File: src/logic/aoa_cfg.svh
// Constants of the address offset arithmetic unit.
// Assumes inclusion by bare name from the package, segment control and top design files.
`ifndef AOA_CFG_SVH
`define AOA_CFG_SVH
`define AOA_OFS_W      16
`define AOA_SEG_W      7
`define AOA_SHORT_W    8
`define AOA_ADDR_W     23
`define AOA_SEG_RESET  7'h00
`define AOA_SEGM_RESET 1'b1
`endif

File: src/logic/aoa_pkg.sv
// Types of the address offset arithmetic unit.
// Assumes aoa_cfg.svh is on the include path.
`include "aoa_cfg.svh"
package aoa_pkg;
   typedef enum logic [2:0] {
      AOA_MODE_INDEXED,
      AOA_MODE_RELATIVE,
      AOA_MODE_BASED,
      AOA_MODE_BASED_INDEXED,
      AOA_MODE_AUTOINC,
      AOA_MODE_AUTODEC,
      AOA_MODE_DIRECT
   } aoa_mode_type;
   typedef enum logic {
      AOA_SPACE_MEM,
      AOA_SPACE_IO
   } aoa_space_type;
endpackage

File: src/logic/aoa_add_if.sv
// Interface between the address unit and its offset adder.
// Assumes a single clock domain; the adder is purely combinational.
`timescale 1ns/1ps
interface aoa_add_if;
   logic [15:0] op_a;
   logic [15:0] op_b;
   logic        sub;
   logic [15:0] sum;
   modport user  (output op_a, output op_b, output sub, input sum);
   modport adder (input op_a, input op_b, input sub, output sum);
endinterface

File: src/logic/aoa_offset_adder.sv
// Sixteen-bit offset adder that wraps modulo 65536.
// Assumes operands are stable within the cycle.
`timescale 1ns/1ps
module aoa_offset_adder (
   aoa_add_if.adder bus
);
   logic [16:0] full;
   always_comb begin
      // Bit 16 is dropped: no carry or overflow leaves.
      if (bus.sub) begin
         full = {1'b0, bus.op_a} - {1'b0, bus.op_b};
      end else begin
         full = {1'b0, bus.op_a} + {1'b0, bus.op_b};
      end
      bus.sum = full[15:0];
   end
endmodule

File: src/logic/aoa_seg_ctl.sv
// Segmentation mode flag, loaded by status or control loads and set by trap start.
// Assumes the sequencer pulses its load and trap inputs for one cycle.
`timescale 1ns/1ps
`include "aoa_cfg.svh"
module aoa_seg_ctl (
   input  wire logic       i_clk,
   input  wire logic       i_rst_b,
   input  wire logic       i_load_program_status_instr,
   input  wire logic       i_load_control_register_instr,
   input  wire logic       i_segm_value,
   input  wire logic       i_trap_start,
   output logic            o_segm
);
   typedef struct packed {
      logic segm;
   } aoa_segst_type;
   aoa_segst_type st;
   aoa_segst_type next_st;
   always_comb begin
      next_st = st;
      if (i_trap_start) begin
         next_st.segm = 1'b1;
      end else if (i_load_program_status_instr ||
                   i_load_control_register_instr) begin
         next_st.segm = i_segm_value;
      end
   end
   always_ff @(posedge i_clk or negedge i_rst_b) begin
      if (!i_rst_b) begin
         st.segm <= `AOA_SEGM_RESET;
      end else begin
         st <= next_st;
      end
   end
   assign o_segm = st.segm;
endmodule

File: src/logic/aoa_top.sv
// Address offset arithmetic unit: forms effective addresses.
// Assumes the sequencer presents one request per cycle on I_REQ.
// Function
// - Without segmentation every memory address is a 16-bit value; here the PC segment is still joined above the offset.
// - Without segmentation each address result is taken modulo 65536.
// - No carry or overflow indication ever leaves an address sum.
// - Wrap applies to all indexed, relative, based and auto modes.
// - A segmented address is a 7-bit segment joined to a 16-bit offset.
// - A short 8-bit offset is zero-extended to 16 bits before use.
// - Segmented arithmetic touches only the offset, segment passes on.
// - An offset wrap never carries into the segment nor flags overflow.
// - Auto steps in segmented mode wrap inside the current segment.
// - With segmentation cleared by a load, the PC segment is used.
// - Segmented part with segmentation off uses 16-bit wrap rules.
// - I/O addresses are always 16-bit with modulo-65536 arithmetic.
// - An interrupt or trap start forces segmentation mode on.
`timescale 1ns/1ps
`include "aoa_cfg.svh"
module aoa_top #(
   parameter int OFS_W = `AOA_OFS_W,
   parameter int SEG_W = `AOA_SEG_W
) (
   input  wire logic               I_CLOCK,
   input  wire logic               I_RST_B,
   input  wire logic               I_REQ,
   input  wire aoa_pkg::aoa_mode_type  I_MODE,
   input  wire aoa_pkg::aoa_space_type I_SPACE,
   input  wire logic               I_SHORT,
   input  wire logic [SEG_W-1:0]   I_SEG,
   input  wire logic [OFS_W-1:0]   I_BASE,
   input  wire logic [OFS_W-1:0]   I_DISP,
   input  wire logic [SEG_W-1:0]   I_PC_SEG,
   input  wire logic [1:0]         I_STEP,
   input  wire logic               I_LOAD_PROGRAM_STATUS_INSTR,
   input  wire logic               I_LOAD_CONTROL_REGISTER_INSTR,
   input  wire logic               I_SEGM_VALUE,
   input  wire logic               I_TRAP_START,
   output logic                    O_VALID,
   output logic [`AOA_ADDR_W-1:0]  O_ADDR,
   output logic                    O_SEGMENTED,
   output logic                    O_SEGM_MODE
);
   typedef struct packed {
      logic                   valid;
      logic [`AOA_ADDR_W-1:0] addr;
      logic                   segmented;
      logic                   segm_mode;
   } aoa_st_type;
   aoa_st_type st;
   aoa_st_type next_st;
   logic       segm;
   logic [OFS_W-1:0] disp_ext;
   logic [SEG_W-1:0] seg_sel;
   aoa_add_if add_bus ();
   aoa_offset_adder u_adder (
      .bus (add_bus)
   );
   aoa_seg_ctl u_seg (
      .i_clk                         (I_CLOCK),
      .i_rst_b                       (I_RST_B),
      .i_load_program_status_instr   (I_LOAD_PROGRAM_STATUS_INSTR),
      .i_load_control_register_instr (I_LOAD_CONTROL_REGISTER_INSTR),
      .i_segm_value                  (I_SEGM_VALUE),
      .i_trap_start                  (I_TRAP_START),
      .o_segm                        (segm)
   );
   function automatic logic [OFS_W-1:0] step_size(input logic [1:0] s);
      step_size = {{(OFS_W-3){1'b0}}, 3'b001} << s;
   endfunction
   always_comb begin
      // Short offsets gain eight zero high bits first.
      if (I_SHORT) begin
         disp_ext = {{(OFS_W-`AOA_SHORT_W){1'b0}},
                     I_DISP[`AOA_SHORT_W-1:0]};
      end else begin
         disp_ext = I_DISP;
      end
      add_bus.op_a = I_BASE;
      add_bus.sub  = 1'b0;
      // All modes share the wrapping adder.
      case (I_MODE)
         aoa_pkg::AOA_MODE_AUTOINC: begin
            add_bus.op_b = step_size(I_STEP);
         end
         aoa_pkg::AOA_MODE_AUTODEC: begin
            add_bus.op_b = step_size(I_STEP);
            add_bus.sub  = 1'b1;
         end
         aoa_pkg::AOA_MODE_DIRECT: begin
            add_bus.op_a = disp_ext;
            add_bus.op_b = '0;
         end
         default: begin
            add_bus.op_b = disp_ext;
         end
      endcase
      // Without segmentation the PC segment is applied.
      if (segm) begin
         seg_sel = I_SEG;
      end else begin
         seg_sel = I_PC_SEG;
      end
   end
   always_comb begin
      next_st = st;
      next_st.valid = I_REQ;
      next_st.segm_mode = segm;
      if (I_REQ) begin
         if (I_SPACE == aoa_pkg::AOA_SPACE_IO) begin
            // I/O is never segmented.
            next_st.addr = {{SEG_W{1'b0}}, add_bus.sum};
            next_st.segmented = 1'b0;
         end else if (segm) begin
            next_st.addr = {seg_sel, add_bus.sum};
            next_st.segmented = 1'b1;
         end else begin
            // Offset alone, wrapped, tagged with PC segment.
            next_st.addr = {seg_sel, add_bus.sum};
            next_st.segmented = 1'b0;
         end
      end
   end
   always_ff @(posedge I_CLOCK or negedge I_RST_B) begin
      if (!I_RST_B) begin
         st.valid     <= 1'b0;
         st.addr      <= '0;
         st.segmented <= 1'b0;
         st.segm_mode <= `AOA_SEGM_RESET;
      end else begin
         st <= next_st;
      end
   end
   assign O_VALID     = st.valid;
   assign O_ADDR      = st.addr;
   assign O_SEGMENTED = st.segmented;
   assign O_SEGM_MODE = st.segm_mode;
endmodule

File: config.mk
export PLATFORM = sky130hd
export DESIGN_NAME = aoa_top
export DESIGN_NICKNAME = d
export VERILOG_FILES = /design/src/logic/aoa_pkg.sv /design/src/logic/aoa_add_if.sv /design/src/logic/aoa_offset_adder.sv /design/src/logic/aoa_seg_ctl.sv /design/src/logic/aoa_top.sv
export VERILOG_INCLUDE_DIRS = /design/src /design/src/logic
export SDC_FILE = /design/constraint.sdc
export NUM_CORES = 1
export LEC_CHECK = 0
export BUFFER_PORTS_ARGS = -buffer_cell sky130_fd_sc_hd__buf_2
export CAP_MARGIN = 20
export CORE_UTILIZATION = 35
export CTS_BUF_LIST = sky130_fd_sc_hd__clkbuf_16
export DETAILED_ROUTE_END_ITERATION = 7
export PLACE_DENSITY_LB_ADDON = 0.3
export SLEW_MARGIN = 20
export SYNTH_ARGS = -nofsm -noshare
export SYNTH_HDL_FRONTEND = slang
export SYNTH_SLANG_ARGS = --single-unit
File: constraint.sdc
create_clock -name I_CLOCK -period 2 [get_ports I_CLOCK]
set_clock_uncertainty 0.1 [all_clocks]
set_input_delay 0.4 -clock I_CLOCK [delete_from_list [all_inputs] [get_ports I_CLOCK]]
set_output_delay 0.4 -clock I_CLOCK [all_outputs]
set_load 0.05 [all_outputs]
# Word level (Yosys, flattened, before mapping)
# Index checks and enable logic that the tools add are counted.
# Widths: inputs -> output; s select.
[totals]
regBits = 27
inputBits = 60
out_inout_bits = 26
wordCells = 24
[op_classes]
addsub = 2
n_eq_ne = 3
shifts = 1
n_mux = 10
reduce_logical = 3
[op_table]
columns = ["cell", "count"]
rows = [
  ["$mux 16", 3],
  ["$pmux 16 s2", 1],
  ["$mux 24", 1],
  ["$add 16x16->16", 1],
  ["$shl 1x2->16 const A", 1],
  ["$sub 16x16->16", 1],
  ["$eq 3x3->1 const B", 3],
  ["$mux 7", 1],
  ["$mux 1", 4],
  ["$reduce_bool 2->1", 1],
  ["$reduce_or 2->1", 1],
  ["$logic_or 1x1->1", 1],
]

# Longest topological paths before layout
# Gate-level depths: netlist of the first run.
[depth]
word_depth = 6
ltp_mapped = 19
mapped_depth_nobuf = 17

# Modules after synthesis
# Synthesis of the first run repeated with hierarchy kept, for this count alone.
[hier_totals]
cells_unflattened = 266
hier_area_um2 = 2522.4
[modules_own_cells]
columns = ["module", "n_inst", "cells_per_inst", "area_each_um2", "seq_area_each_um2"]
rows = [
  ["aoa_top", 1, 126, 1487.7, 651.9],
  ["aoa_offset_adder", 1, 136, 988.4, 0.0],
  ["aoa_seg_ctl", 1, 4, 46.3, 26.3],
]

# Worst setup path before layout of the first run
# No wires, ideal clock.
[synth_timing]
path_type = "input to register"
startpoint = "input port I_MODE[1]"
endpoint = "register st (netlist bit O_ADDR[13])"
setup_time_ps = 125
arrival_time_ps = 3692
required_time_ps = 1775
setup_slack_ps = -1917
cell_stages = 18
path_buffers = 2
path_cell_list = "buf_2 > a21bo_2 > clkbuf_1 > nand2_1 > o31a_1 > ha_1 > o211a_4 > o21ai_2 > or3_4 > or4_1 > a21oi_1 > o21ai_1 > ha_1 > or3_1 > o21ai_0 > nor2_1 > xor2_1 > mux2_2"
[synth_between]
elab_chain_cells = 6
elab_cells_between_ends = 11
classes_between = "add/sub: 2; eq/ne: 3; mux: 5; reduce/logical: 1"
[synth_lines]
columns = ["item", "line", "text"]
rows = [
  ["start, declared", "aoa_top.sv:26", "input wire aoa_pkg::aoa_mode_type I_MODE,"],
  ["$eq 3x3->1", "aoa_top.sv:81", "case (I_MODE)"],
  ["$reduce_or 2->1 (no line)", "n/a", ""],
  ["$pmux 16 s2", "aoa_top.sv:81", ""],
  ["$add 16x16->16 or $sub 16x16->16 (tied branches)", "aoa_offset_adder.sv:13, aoa_offset_adder.sv:11", ""],
  ["$mux 16 (*)", "aoa_offset_adder.sv:10", "if (bus.sub) begin"],
  ["$mux 24 (*)", "aoa_top.sv:109", "if (I_SPACE == aoa_pkg::AOA_SPACE_IO) begin"],
  ["end signal, assigned", "aoa_top.sv:130", "st <= next_st;"],
  ["end, declared", "aoa_top.sv:49", "aoa_st_type st;"],
]
# Mark *: on every way between the ends. The rest lies on a longest branch, timed or not.
# A chain may end at the register's enable or synchronous reset.

# Final worst setup path of the first run
[layout_timing]
startpoint = "input port I_MODE[0]"
endpoint = "register st (netlist bit O_ADDR[13])"
# Same word-level chain as after synthesis.

==> flow_summary.toml, run 1 <==
[outcome]
status = "finished, violations left"
violations = "setup timing"

[global_route]
grt_max_degree = 28
antenna_found_initial = 0
grt_pass1_vias = 2825
track_usage_pct = 20.4
grt_pass1_wl_mm = 12.7
overflow = 0

[final_layout]
num_antenna_cells = 0
final_util_pct = 58.9
nNetsFinal = 575
seqCellArea_um2 = 678
synthToLayoutAreaGrowth_pct = 63.4
layout-drive-gt1-share_pct = 51.3
finalNonFillerCells = 594
n_fill_cell = 657
multi_input_area_um2 = 2070

[die]
io_pins = 86
fp.dieH_um = 88.5
initial_utilization_pct = 36.1
die-area_um2 = 7830
core_area_um2 = 7250
die_x_um = 88.5
row_count = 31

[setup_path]
timing_worst_setup_path_type = "primary input to flop"
cp.required_ns = 2.05
r2r_cells = 2
reg2reg_slack_ns = 0.74
cp-end-kind = "flop"
arrival_ns = 3.54
r2r-end = "O_ADDR[21]$_DFFE_PN0P_"
critPathLaunch = "I_MODE[0]"
endpoint = "O_ADDR[13]$_DFFE_PN0P_"
r2r-start = "u_seg.o_segm$_DFFE_PN1P_"
start_kind = "primary input"
worstPathMaxFanout = 3

[power_and_ir_drop]
p_comb_share_pct = 62.0
seq_power_share_pct = 23.9
p_int_uw = 1790
ir_worst_vdd_uv = 656
power_switching_share_pct = 43.8
cellPowerDensity_nw_per_um2 = 746
leakagePower_uw = 0.00214
p_sw_uw = 1400
pwr-share-clk_pct = 14.1

[clock_tree]
cts_tree = "built"
ctsLongestPathBuffers = 2
clkTransAtPathRegs_ns = 0.07
cts_made_buffers = 3
postCtsHoldBufs = 0
htree_levels = 1
cts.sinks = 27
clock_latency_ns = 0.26
cts_root_buf = "clkbuf_16"

[timing]
setup_ws_ns = -1.49
setup_viol = 15
layout_min_cycle_time_ns = 3.49
clock.fmax_mhz = 287
maxSlewHeadroom_pct = 59.9
rsz0062_at_grt = "yes"
drv_slew = 0
worst_pin_slew_ns = 0.602
fin_crit_sh_pct = 175
hold_viol_final = 0

[flow_run]
cap_viol_max_count = 0

[placed_design]
portBuffers = 85
place_inst = 574
globalplace.congestion = 0.888
hpwlAfterDp_mm = 6.14

[synthesis]
synth.area.top_cells = "dfrtp_1, ha_1, mux2_2"
synth_area_um2 = 2620
synthArstFlopShare_pct = 100
avgSynthCellArea_um2 = 8.31
ys.flop_type = "dfrtp_1"
synth_top_area_share_pct = 23.9
yosys-top-cells-count = "nand2_1, dfrtp_1, nor2_1"
synth_largest_area_cell = "dfrtp_1"
syn_inst = 315
synth-seq-cells = 27
synthDistinctLibCells = 59
syn_nets = 394
ys_seq_area_share_pct = 25.9
synth_edf_count = 0
post-synth-top-count-cell = "nand2_1"
synth_warnings = 0

[routing]
ant_nets = 0
drc = 0
vias_per_cell = 5.06
wl_per_cell_um = 13.6
drtIter0Drc = 128
drt-pass1-iter-count = 4
num_vias = 3008
wl_mm = 8.07

[min_path]
hp-class = "primary input to asynchronous set/reset pin"
flip-flops by register name, summed over array words and instances (netlist names):
| register | cells |
|---|---|
| O_SEGMENTED | 1 |
| O_VALID | 1 |
| O_SEGM_MODE | 1 |
| O_ADDR | 23 |
| u_seg.o_segm | 1 |
layout make-up:
type                            count  share of cell area, %
Multi-Input combinational cell    255                   48.4
Timing Repair Buffer              189                   29.3
Sequential cell                    27                   15.9
Tap cell                           99                   2.90
Clock buffer                        3                   1.76
Inverter                           20                   1.76
Clock inverter                      1                 0.0878
how the worst min path moves through the flow:
| stage | from | to | slack [ns] | cells past startpoint |
|---|---|---|---|---|
| after global routing | I_RST_B | O_ADDR[4]$_DFFE_PN0P_ | 0.1 | 1 |
| after CTS | I_RST_B | O_ADDR[22]$_DFFE_PN0P_ | 0.06 | 1 |
| after global placement | I_RST_B | O_VALID$_DFF_PN0_ | 0.33 | 1 |
| final | I_RST_B | O_SEGMENTED$_DFFE_PN0P_ | 0.04 | 1 |
| after floorplan | I_RST_B | O_ADDR[0]$_DFFE_PN0P_ | 0.004 | 0 |
| after detailed placement | I_RST_B | O_VALID$_DFF_PN0_ | 0.34 | 1 |
metal layers:
metal	track usage, %	vias up	wire (µm)
met3	2.52	15	286
li1	-	1512	-
met4	2.93	0	136
met5	0	-	0
met2	38.6	71	4210
met1	25.0	1410	3440
power groups by stage:
stage          logic [µW]  registers [µW]  clock network, µW
2_1_floorplan         653            1260                  0
3_3_place_gp         1720             768                  0
3_5_place_dp         1750             770                  0
4_1_cts              1890             763                457
5_1_grt              2120             784                485
6_report             1980             762                449
per-stage QoR:
step	TNS (ns)	power (µW)	area (µm²)	setup WS (ns)	hold slack, ns
2_1_floorplan	-16.17	1920	2680	-1.81	0.00441
3_3_place_gp	-20.36	2490	3820	-1.83	0.333
3_5_place_dp	-21.05	2520	3820	-1.89	0.339
4_1_cts	-16.41	3110	4150	-1.48	0.0596
5_1_grt	-18.66	3380	4270	-1.64	0.0979
6_report	-17.01	3190	4270	-1.49	0.0429
cell families after synthesis:
family / after synthesis / synth area share [%]
AO/OA/AOI/OAI: 89 / 23.6
XOR/XNOR: 16 / 5.36
adder cells (fa/ha/maj): 19 / 9.37
buffers and inverters: 33 / 4.93
flip-flops: 27 / 25.9
multiplexers: 25 / 10.3
AND/OR/NAND/NOR: 106 / 20.5
worst max-delay path: stages:
cell      delay [ns]
buf_6           0.10
a21bo_4         0.21
and2_4          0.16
a31oi_4         0.15
ha_4            0.15
o211a_4         0.17
o21ai_4         0.06
or3_4           0.36
or4_4           0.43
a21oi_2         0.17
o21ai_2         0.08
ha_2            0.19
nor2_2          0.08
nand2_1         0.07
a211oi_2        0.27
nor2_1          0.09
xor2_1          0.14
mux2_2          0.26
repair_timing:
item / in CTS / in global routing
endpoints found under the hold margin: 0 / 0
gates cloned: 0 / 0
pin swaps: 27 / 13
gates resized for setup: 25 / 21
buffers inserted: 13 / 3
setup endpoints to repair: 15 / 15
cell usage in the layout, fill, tap and decap left out, types with 4 or more instances in the layout:
cell      instances
buf_2            82
buf_4            97
a21o_1            4
nor2_1           19
ha_4              4
inv_1            19
or3_1             5
o22ai_1           7
nor2b_1           4
dfrtp_1          25
a21oi_1          13
ha_1             13
xnor2_1           8
nor3_1            4
nand3b_1          5
buf_6            10
mux2_2           12
xor2_1            6
mux2i_1          10
nand3_1           9
nand2b_1          5
nand2_1          33
o21ai_0          18
Note: power is estimated with default switching activity, not from simulation.
==> inputs of run 2 (changes only) <==
Settings changed: CELL_PAD_IN_SITES_DETAIL_PLACEMENT set to 1, CELL_PAD_IN_SITES_GLOBAL_PLACEMENT set to 2, CORE_UTILIZATION 35 to 29, SKIP_LAST_GASP set to 1.
==> flow_summary.toml, run 2 (same netlist as run 1, synthesis figures left out) <==
[outcome]
status = "finished, violations left"
violations = "setup timing"

[global_route]
grt_pass1_vias = 3469
antenna_found_initial = 0
grt_pass1_wl_mm = 16.3
grt_max_degree = 28
overflow = 0
track_usage_pct = 21.0

[timing]
drv_slew = 0
clock.fmax_mhz = 280
setup_viol = 15
setup_tns_ns = -17.06
maxSlewHeadroom_pct = 59.4
setup_ws_ns = -1.57
hold_viol_final = 0
rsz0062_at_grt = "yes"
layout_min_cycle_time_ns = 3.57
fin_crit_sh_pct = 178
worst_pin_slew_ns = 0.610

[routing]
ant_nets = 0
drc = 0
drt-pass1-iter-count = 4
wl_per_cell_um = 15.5
drtIter0Drc = 80
wl_mm = 9.72
vias_per_cell = 5.05
num_vias = 3156

[setup_path]
r2r_cells = 2
start_kind = "primary input"
crit_path_frequent_cell = "nor2_1"
path_buf_inv = 1
path_cells = "buf_8, a21bo_4, and2_4, a31oi_4, ha_4, o211a_4, o21ai_4, or3_4, or4_4, a21oi_2, o21ai_2, ha_2, nor2_1, nand2_1, a211oi_2, nor2_1, xor2_1, mux2_2"
cp.required_ns = 2.04
path_delay_family = "simple AND/OR/NAND/NOR gates"
arrival_ns = 3.61
worstPathMaxFanout = 3
timing_worst_setup_path_type = "primary input to flop"
slowest_delay_ns = 0.42
cp-end-kind = "flop"
path_depth = 18
crit_slowest_cell = "or4_4"

[die]
die-area_um2 = 9410
die_x_um = 97.0
fp.dieH_um = 97.0
io_pins = 86
core_area_um2 = 8720
row_count = 34
initial_utilization_pct = 30.0

[power_and_ir_drop]
leakagePower_uw = 0.00228
ir_worst_vdd_uv = 671
cellPowerDensity_nw_per_um2 = 723

[final_layout]
fin_area_um2 = 4630
layout-drive-gt1-share_pct = 57.1
nNetsFinal = 597
layout_common_cells = "buf_4, buf_2, nand2_1"
layout_commonest_cell = "buf_4"
synthToLayoutAreaGrowth_pct = 77.0
largest_register_ffs = 23
num_antenna_cells = 0

[placed_design]
placed_area_um2 = 3900
portBuffers = 85
hpwlAfterDp_mm = 7.25
globalplace.congestion = 0.759

[clock_tree]
clock_latency_ns = 0.26
cts_root_buf = "clkbuf_16"
cts_tree = "built"
htree_levels = 1
postCtsHoldBufs = 0
ctsLongestPathBuffers = 2
cts_made_buffers = 3
cts.sinks = 27
clkTransAtPathRegs_ns = 0.06

[flow_run]
cap_viol_max_count = 0

[min_path]
hp-class = "primary input to asynchronous set/reset pin"
-- run 2: per-layer routing --
metal	routed length [µm]	vias to the layer above	GRT usage, %
met5	0	-	0
met4	123	0	3.79
met3	245	12	2.46
met2	5220	61	40.8
met1	4130	1528	24.6
li1	-	1555	-
-- run 2: timing repair --
| item | 4_1_cts | 5_1_grt |
|---|---|---|
| endpoints found under the setup margin | 15 | 15 |
| resized for setup | 59 | 22 |
| buffers inserted | 25 | 7 |
| pin swaps | 39 | 24 |
-- run 2: final cells by class --
| cell class | count | area, µm² |
|---|---|---|
| Timing Repair Buffer | 211 | 1440 |
| Clock inverter | 1 | 5.00 |
| Clock buffer | 3 | 75.1 |
| Fill cell | 1062 | 4090 |
| Tap cell | 108 | 135 |
| Inverter | 20 | 77.6 |
| Multi-Input combinational cell | 255 | 2220 |
| Sequential cell | 27 | 678 |
-- run 2: worst register-to-register path, stage by stage (launching register included) --
cell and delay (ns):
dfstp_2 0.68, mux2i_1 0.22, o22ai_1 0.09
-- run 2: metrics by stage --
| stage | total power (µW) | utilization (%) | setup slack, ns | hold WS [ns] | std cells |
|---|---|---|---|---|---|
| 2_1_floorplan | 1920 | - | -1.81 | 0.00441 | 315 |
| 3_3_place_gp | 2530 | 44.7 | -1.87 | 0.347 | 592 |
| 3_5_place_dp | 2560 | 44.7 | -1.94 | 0.346 | 592 |
| 4_1_cts | 3260 | 51.6 | -1.49 | 0.0665 | 621 |
| 5_1_grt | 3560 | 53.1 | -1.70 | 0.0944 | 625 |
| 6_report | 3350 | 53.1 | -1.57 | 0.0472 | 625 |
-- run 2: power breakdown --
group          switching, µW  internal [µW]
Combinational           1210            911
Sequential              81.8            690
Clock                    182            270
Total                   1480           1870
-- run 2: worst paths after layout --
kind	startpoint	end	slack, ns
min	I_RST_B	O_ADDR[20]$_DFFE_PN0P_	0.05
max	I_MODE[1]	O_ADDR[13]$_DFFE_PN0P_	-1.57
max in group asynchronous	I_RST_B	O_ADDR[2]$_DFFE_PN0P_	1.36
min reg2reg	u_seg.o_segm$_DFFE_PN1P_	O_SEGM_MODE$_DFF_PN1_	0.37
min in group I_CLOCK	I_TRAP_START	u_seg.o_segm$_DFFE_PN1P_	0.23
max reg2reg	u_seg.o_segm$_DFFE_PN1P_	O_ADDR[18]$_DFFE_PN0P_	0.77
==> inputs of run 3 (changes only) <==
Settings changed: CORE_UTILIZATION 29 to 30, CTS_BUF_LIST sky130_fd_sc_hd__clkbuf_16 to sky130_fd_sc_hd__clkbuf_4.
==> flow_summary.toml, run 3 (same netlist as run 1, synthesis figures left out) <==
[clock_tree]
cts.sinks = 27
cts_root_buf = "clkbuf_4"
ctsLongestPathBuffers = 2
cts_made_buffers = 3
htree_levels = 1
clock_latency_ns = 0.32
clkTransAtPathRegs_ns = 0.14
cts_tree = "built"

[die]
core_area_um2 = 8340
die-area_um2 = 9100
fp.dieH_um = 95.4
io_pins = 86
row_count = 33
die_x_um = 95.4
initial_utilization_pct = 31.4

[timing]
fin_crit_sh_pct = 172
setup_tns_ns = -15.93
setup_viol = 15
clock.fmax_mhz = 290
rsz0062_at_grt = "yes"
worst_pin_slew_ns = 0.674
hold_ws_ns = 0.163
setup_ws_ns = -1.45
hold_viol_final = 0
layout_min_cycle_time_ns = 3.45
maxSlewHeadroom_pct = 55.1
drv_slew = 0

[power_and_ir_drop]
ir_worst_vdd_uv = 605
leakagePower_uw = 0.00215
cellPowerDensity_nw_per_um2 = 708
power_switching_share_pct = 46.6
seq_power_share_pct = 24.7
p_int_uw = 1650
finalPower_uw = 3100
pwr-share-clk_pct = 8.1
p_sw_uw = 1440
p_comb_share_pct = 67.2

[setup_path]
cp-end-kind = "flop"
start_kind = "primary input"
arrival_ns = 3.57
worstPathMaxFanout = 6
timing_worst_setup_path_type = "primary input to flop"
cp.required_ns = 2.13

[outcome]
violations = "setup timing"
status = "finished, violations left"

[final_layout]
layout_common_cells = "buf_4, buf_2, nand2_1"
largest_register_ffs = 23
layout-drive-gt1-share_pct = 54.2
n_fill_cell = 1011
nNetsFinal = 578
layout_commonest_cell = "buf_4"
num_antenna_cells = 0
synthToLayoutAreaGrowth_pct = 67.2

[routing]
num_vias = 3045
drt-pass1-iter-count = 4
ant_nets = 0
wl_per_cell_um = 15.6
drc = 0
wl_mm = 9.42
vias_per_cell = 5.05
drtIter0Drc = 98

[global_route]
grt_pass1_vias = 3146
grt_max_degree = 36
track_usage_pct = 21.1
grt_pass1_wl_mm = 15.1
overflow = 0
antenna_found_initial = 0

[min_path]
hp-class = "primary input to flop"

[placed_design]
portBuffers = 85
hpwlAfterDp_mm = 7.13
globalplace.congestion = 0.793

[flow_run]
cap_viol_max_count = 0
-- run 3: final cells by class --
class / count / area, µm² / share of cell area, %
Timing Repair Buffer: 192 / 1280 / 29.3
Inverter: 20 / 75.1 / 1.72
Multi-Input combinational cell: 255 / 2180 / 49.8
Tap cell: 105 / 131 / 3.00
Clock buffer: 4 / 30.0 / 0.686
Sequential cell: 27 / 678 / 15.5
-- run 3: routing by layer --
metal	track usage (%)	wire length, µm	share of wire, %	vias up
met1	25.0	3900	41	1477
met5	0	0	0	-
li1	-	-	-	1507
met2	40.7	5120	54	51
met4	3.61	140	1.5	0
met3	2.47	263	2.8	10
-- run 3: power by group through the flow --
stage / clock, µW / combinational [µW] / sequential (µW)
after floorplan: 0 / 653 / 1260
after global placement: 0 / 1740 / 768
after detailed placement: 0 / 1780 / 773
after CTS: 265 / 1980 / 765
after global routing: 280 / 2230 / 785
final: 251 / 2080 / 765
-- run 3: per-stage QoR --
stage          cells  instance area [µm²]  utilization (%)  worst slack [ns]
2_1_floorplan    315                 2680                -             -1.81
3_3_place_gp     580                 3830             45.9             -1.86
3_5_place_dp     580                 3830             45.9             -1.96
4_1_cts          599                 4200             50.3             -1.43
5_1_grt          603                 4380             52.5             -1.56
6_report         603                 4380             52.5             -1.45
-- run 3: critical path: stages --
cell	delay [ns]
buf_6	0.10
buf_6	0.12
or2b_1	0.19
o31a_1	0.23
ha_4	0.17
o211a_4	0.18
o21ai_4	0.06
or3_4	0.37
or4_4	0.42
a21oi_2	0.14
o21ai_2	0.07
ha_2	0.20
or3_4	0.34
o21ai_4	0.07
nor2_1	0.08
xor2_1	0.17
mux2_4	0.26
-- run 3: what timing repair did --
action / in CTS / in global routing
endpoints found under the setup margin: 15 / 15
buffers inserted: 16 / 6
hold buffers: 1 / 0
pin swaps: 33 / 25
gates resized for setup: 41 / 29
endpoints found under the hold margin: 25 / 0
-- run 3: worst paths after layout --
path | startpoint | end | slack (ns) | cells after the start
min reg2reg | u_seg.o_segm$_DFFE_PN1P_ | O_SEGM_MODE$_DFF_PN1_ | 0.38 | 0
min | I_TRAP_START | u_seg.o_segm$_DFFE_PN1P_ | 0.16 | 2
min in group asynchronous | I_RST_B | O_ADDR[21]$_DFFE_PN0P_ | 0.50 | 2
max in group asynchronous | I_RST_B | O_ADDR[20]$_DFFE_PN0P_ | 0.90 | 2
max | I_MODE[2] | O_ADDR[13]$_DFFE_PN0P_ | -1.45 | 17
max reg2reg | u_seg.o_segm$_DFFE_PN1P_ | O_ADDR[18]$_DFFE_PN0P_ | 0.71 | 2
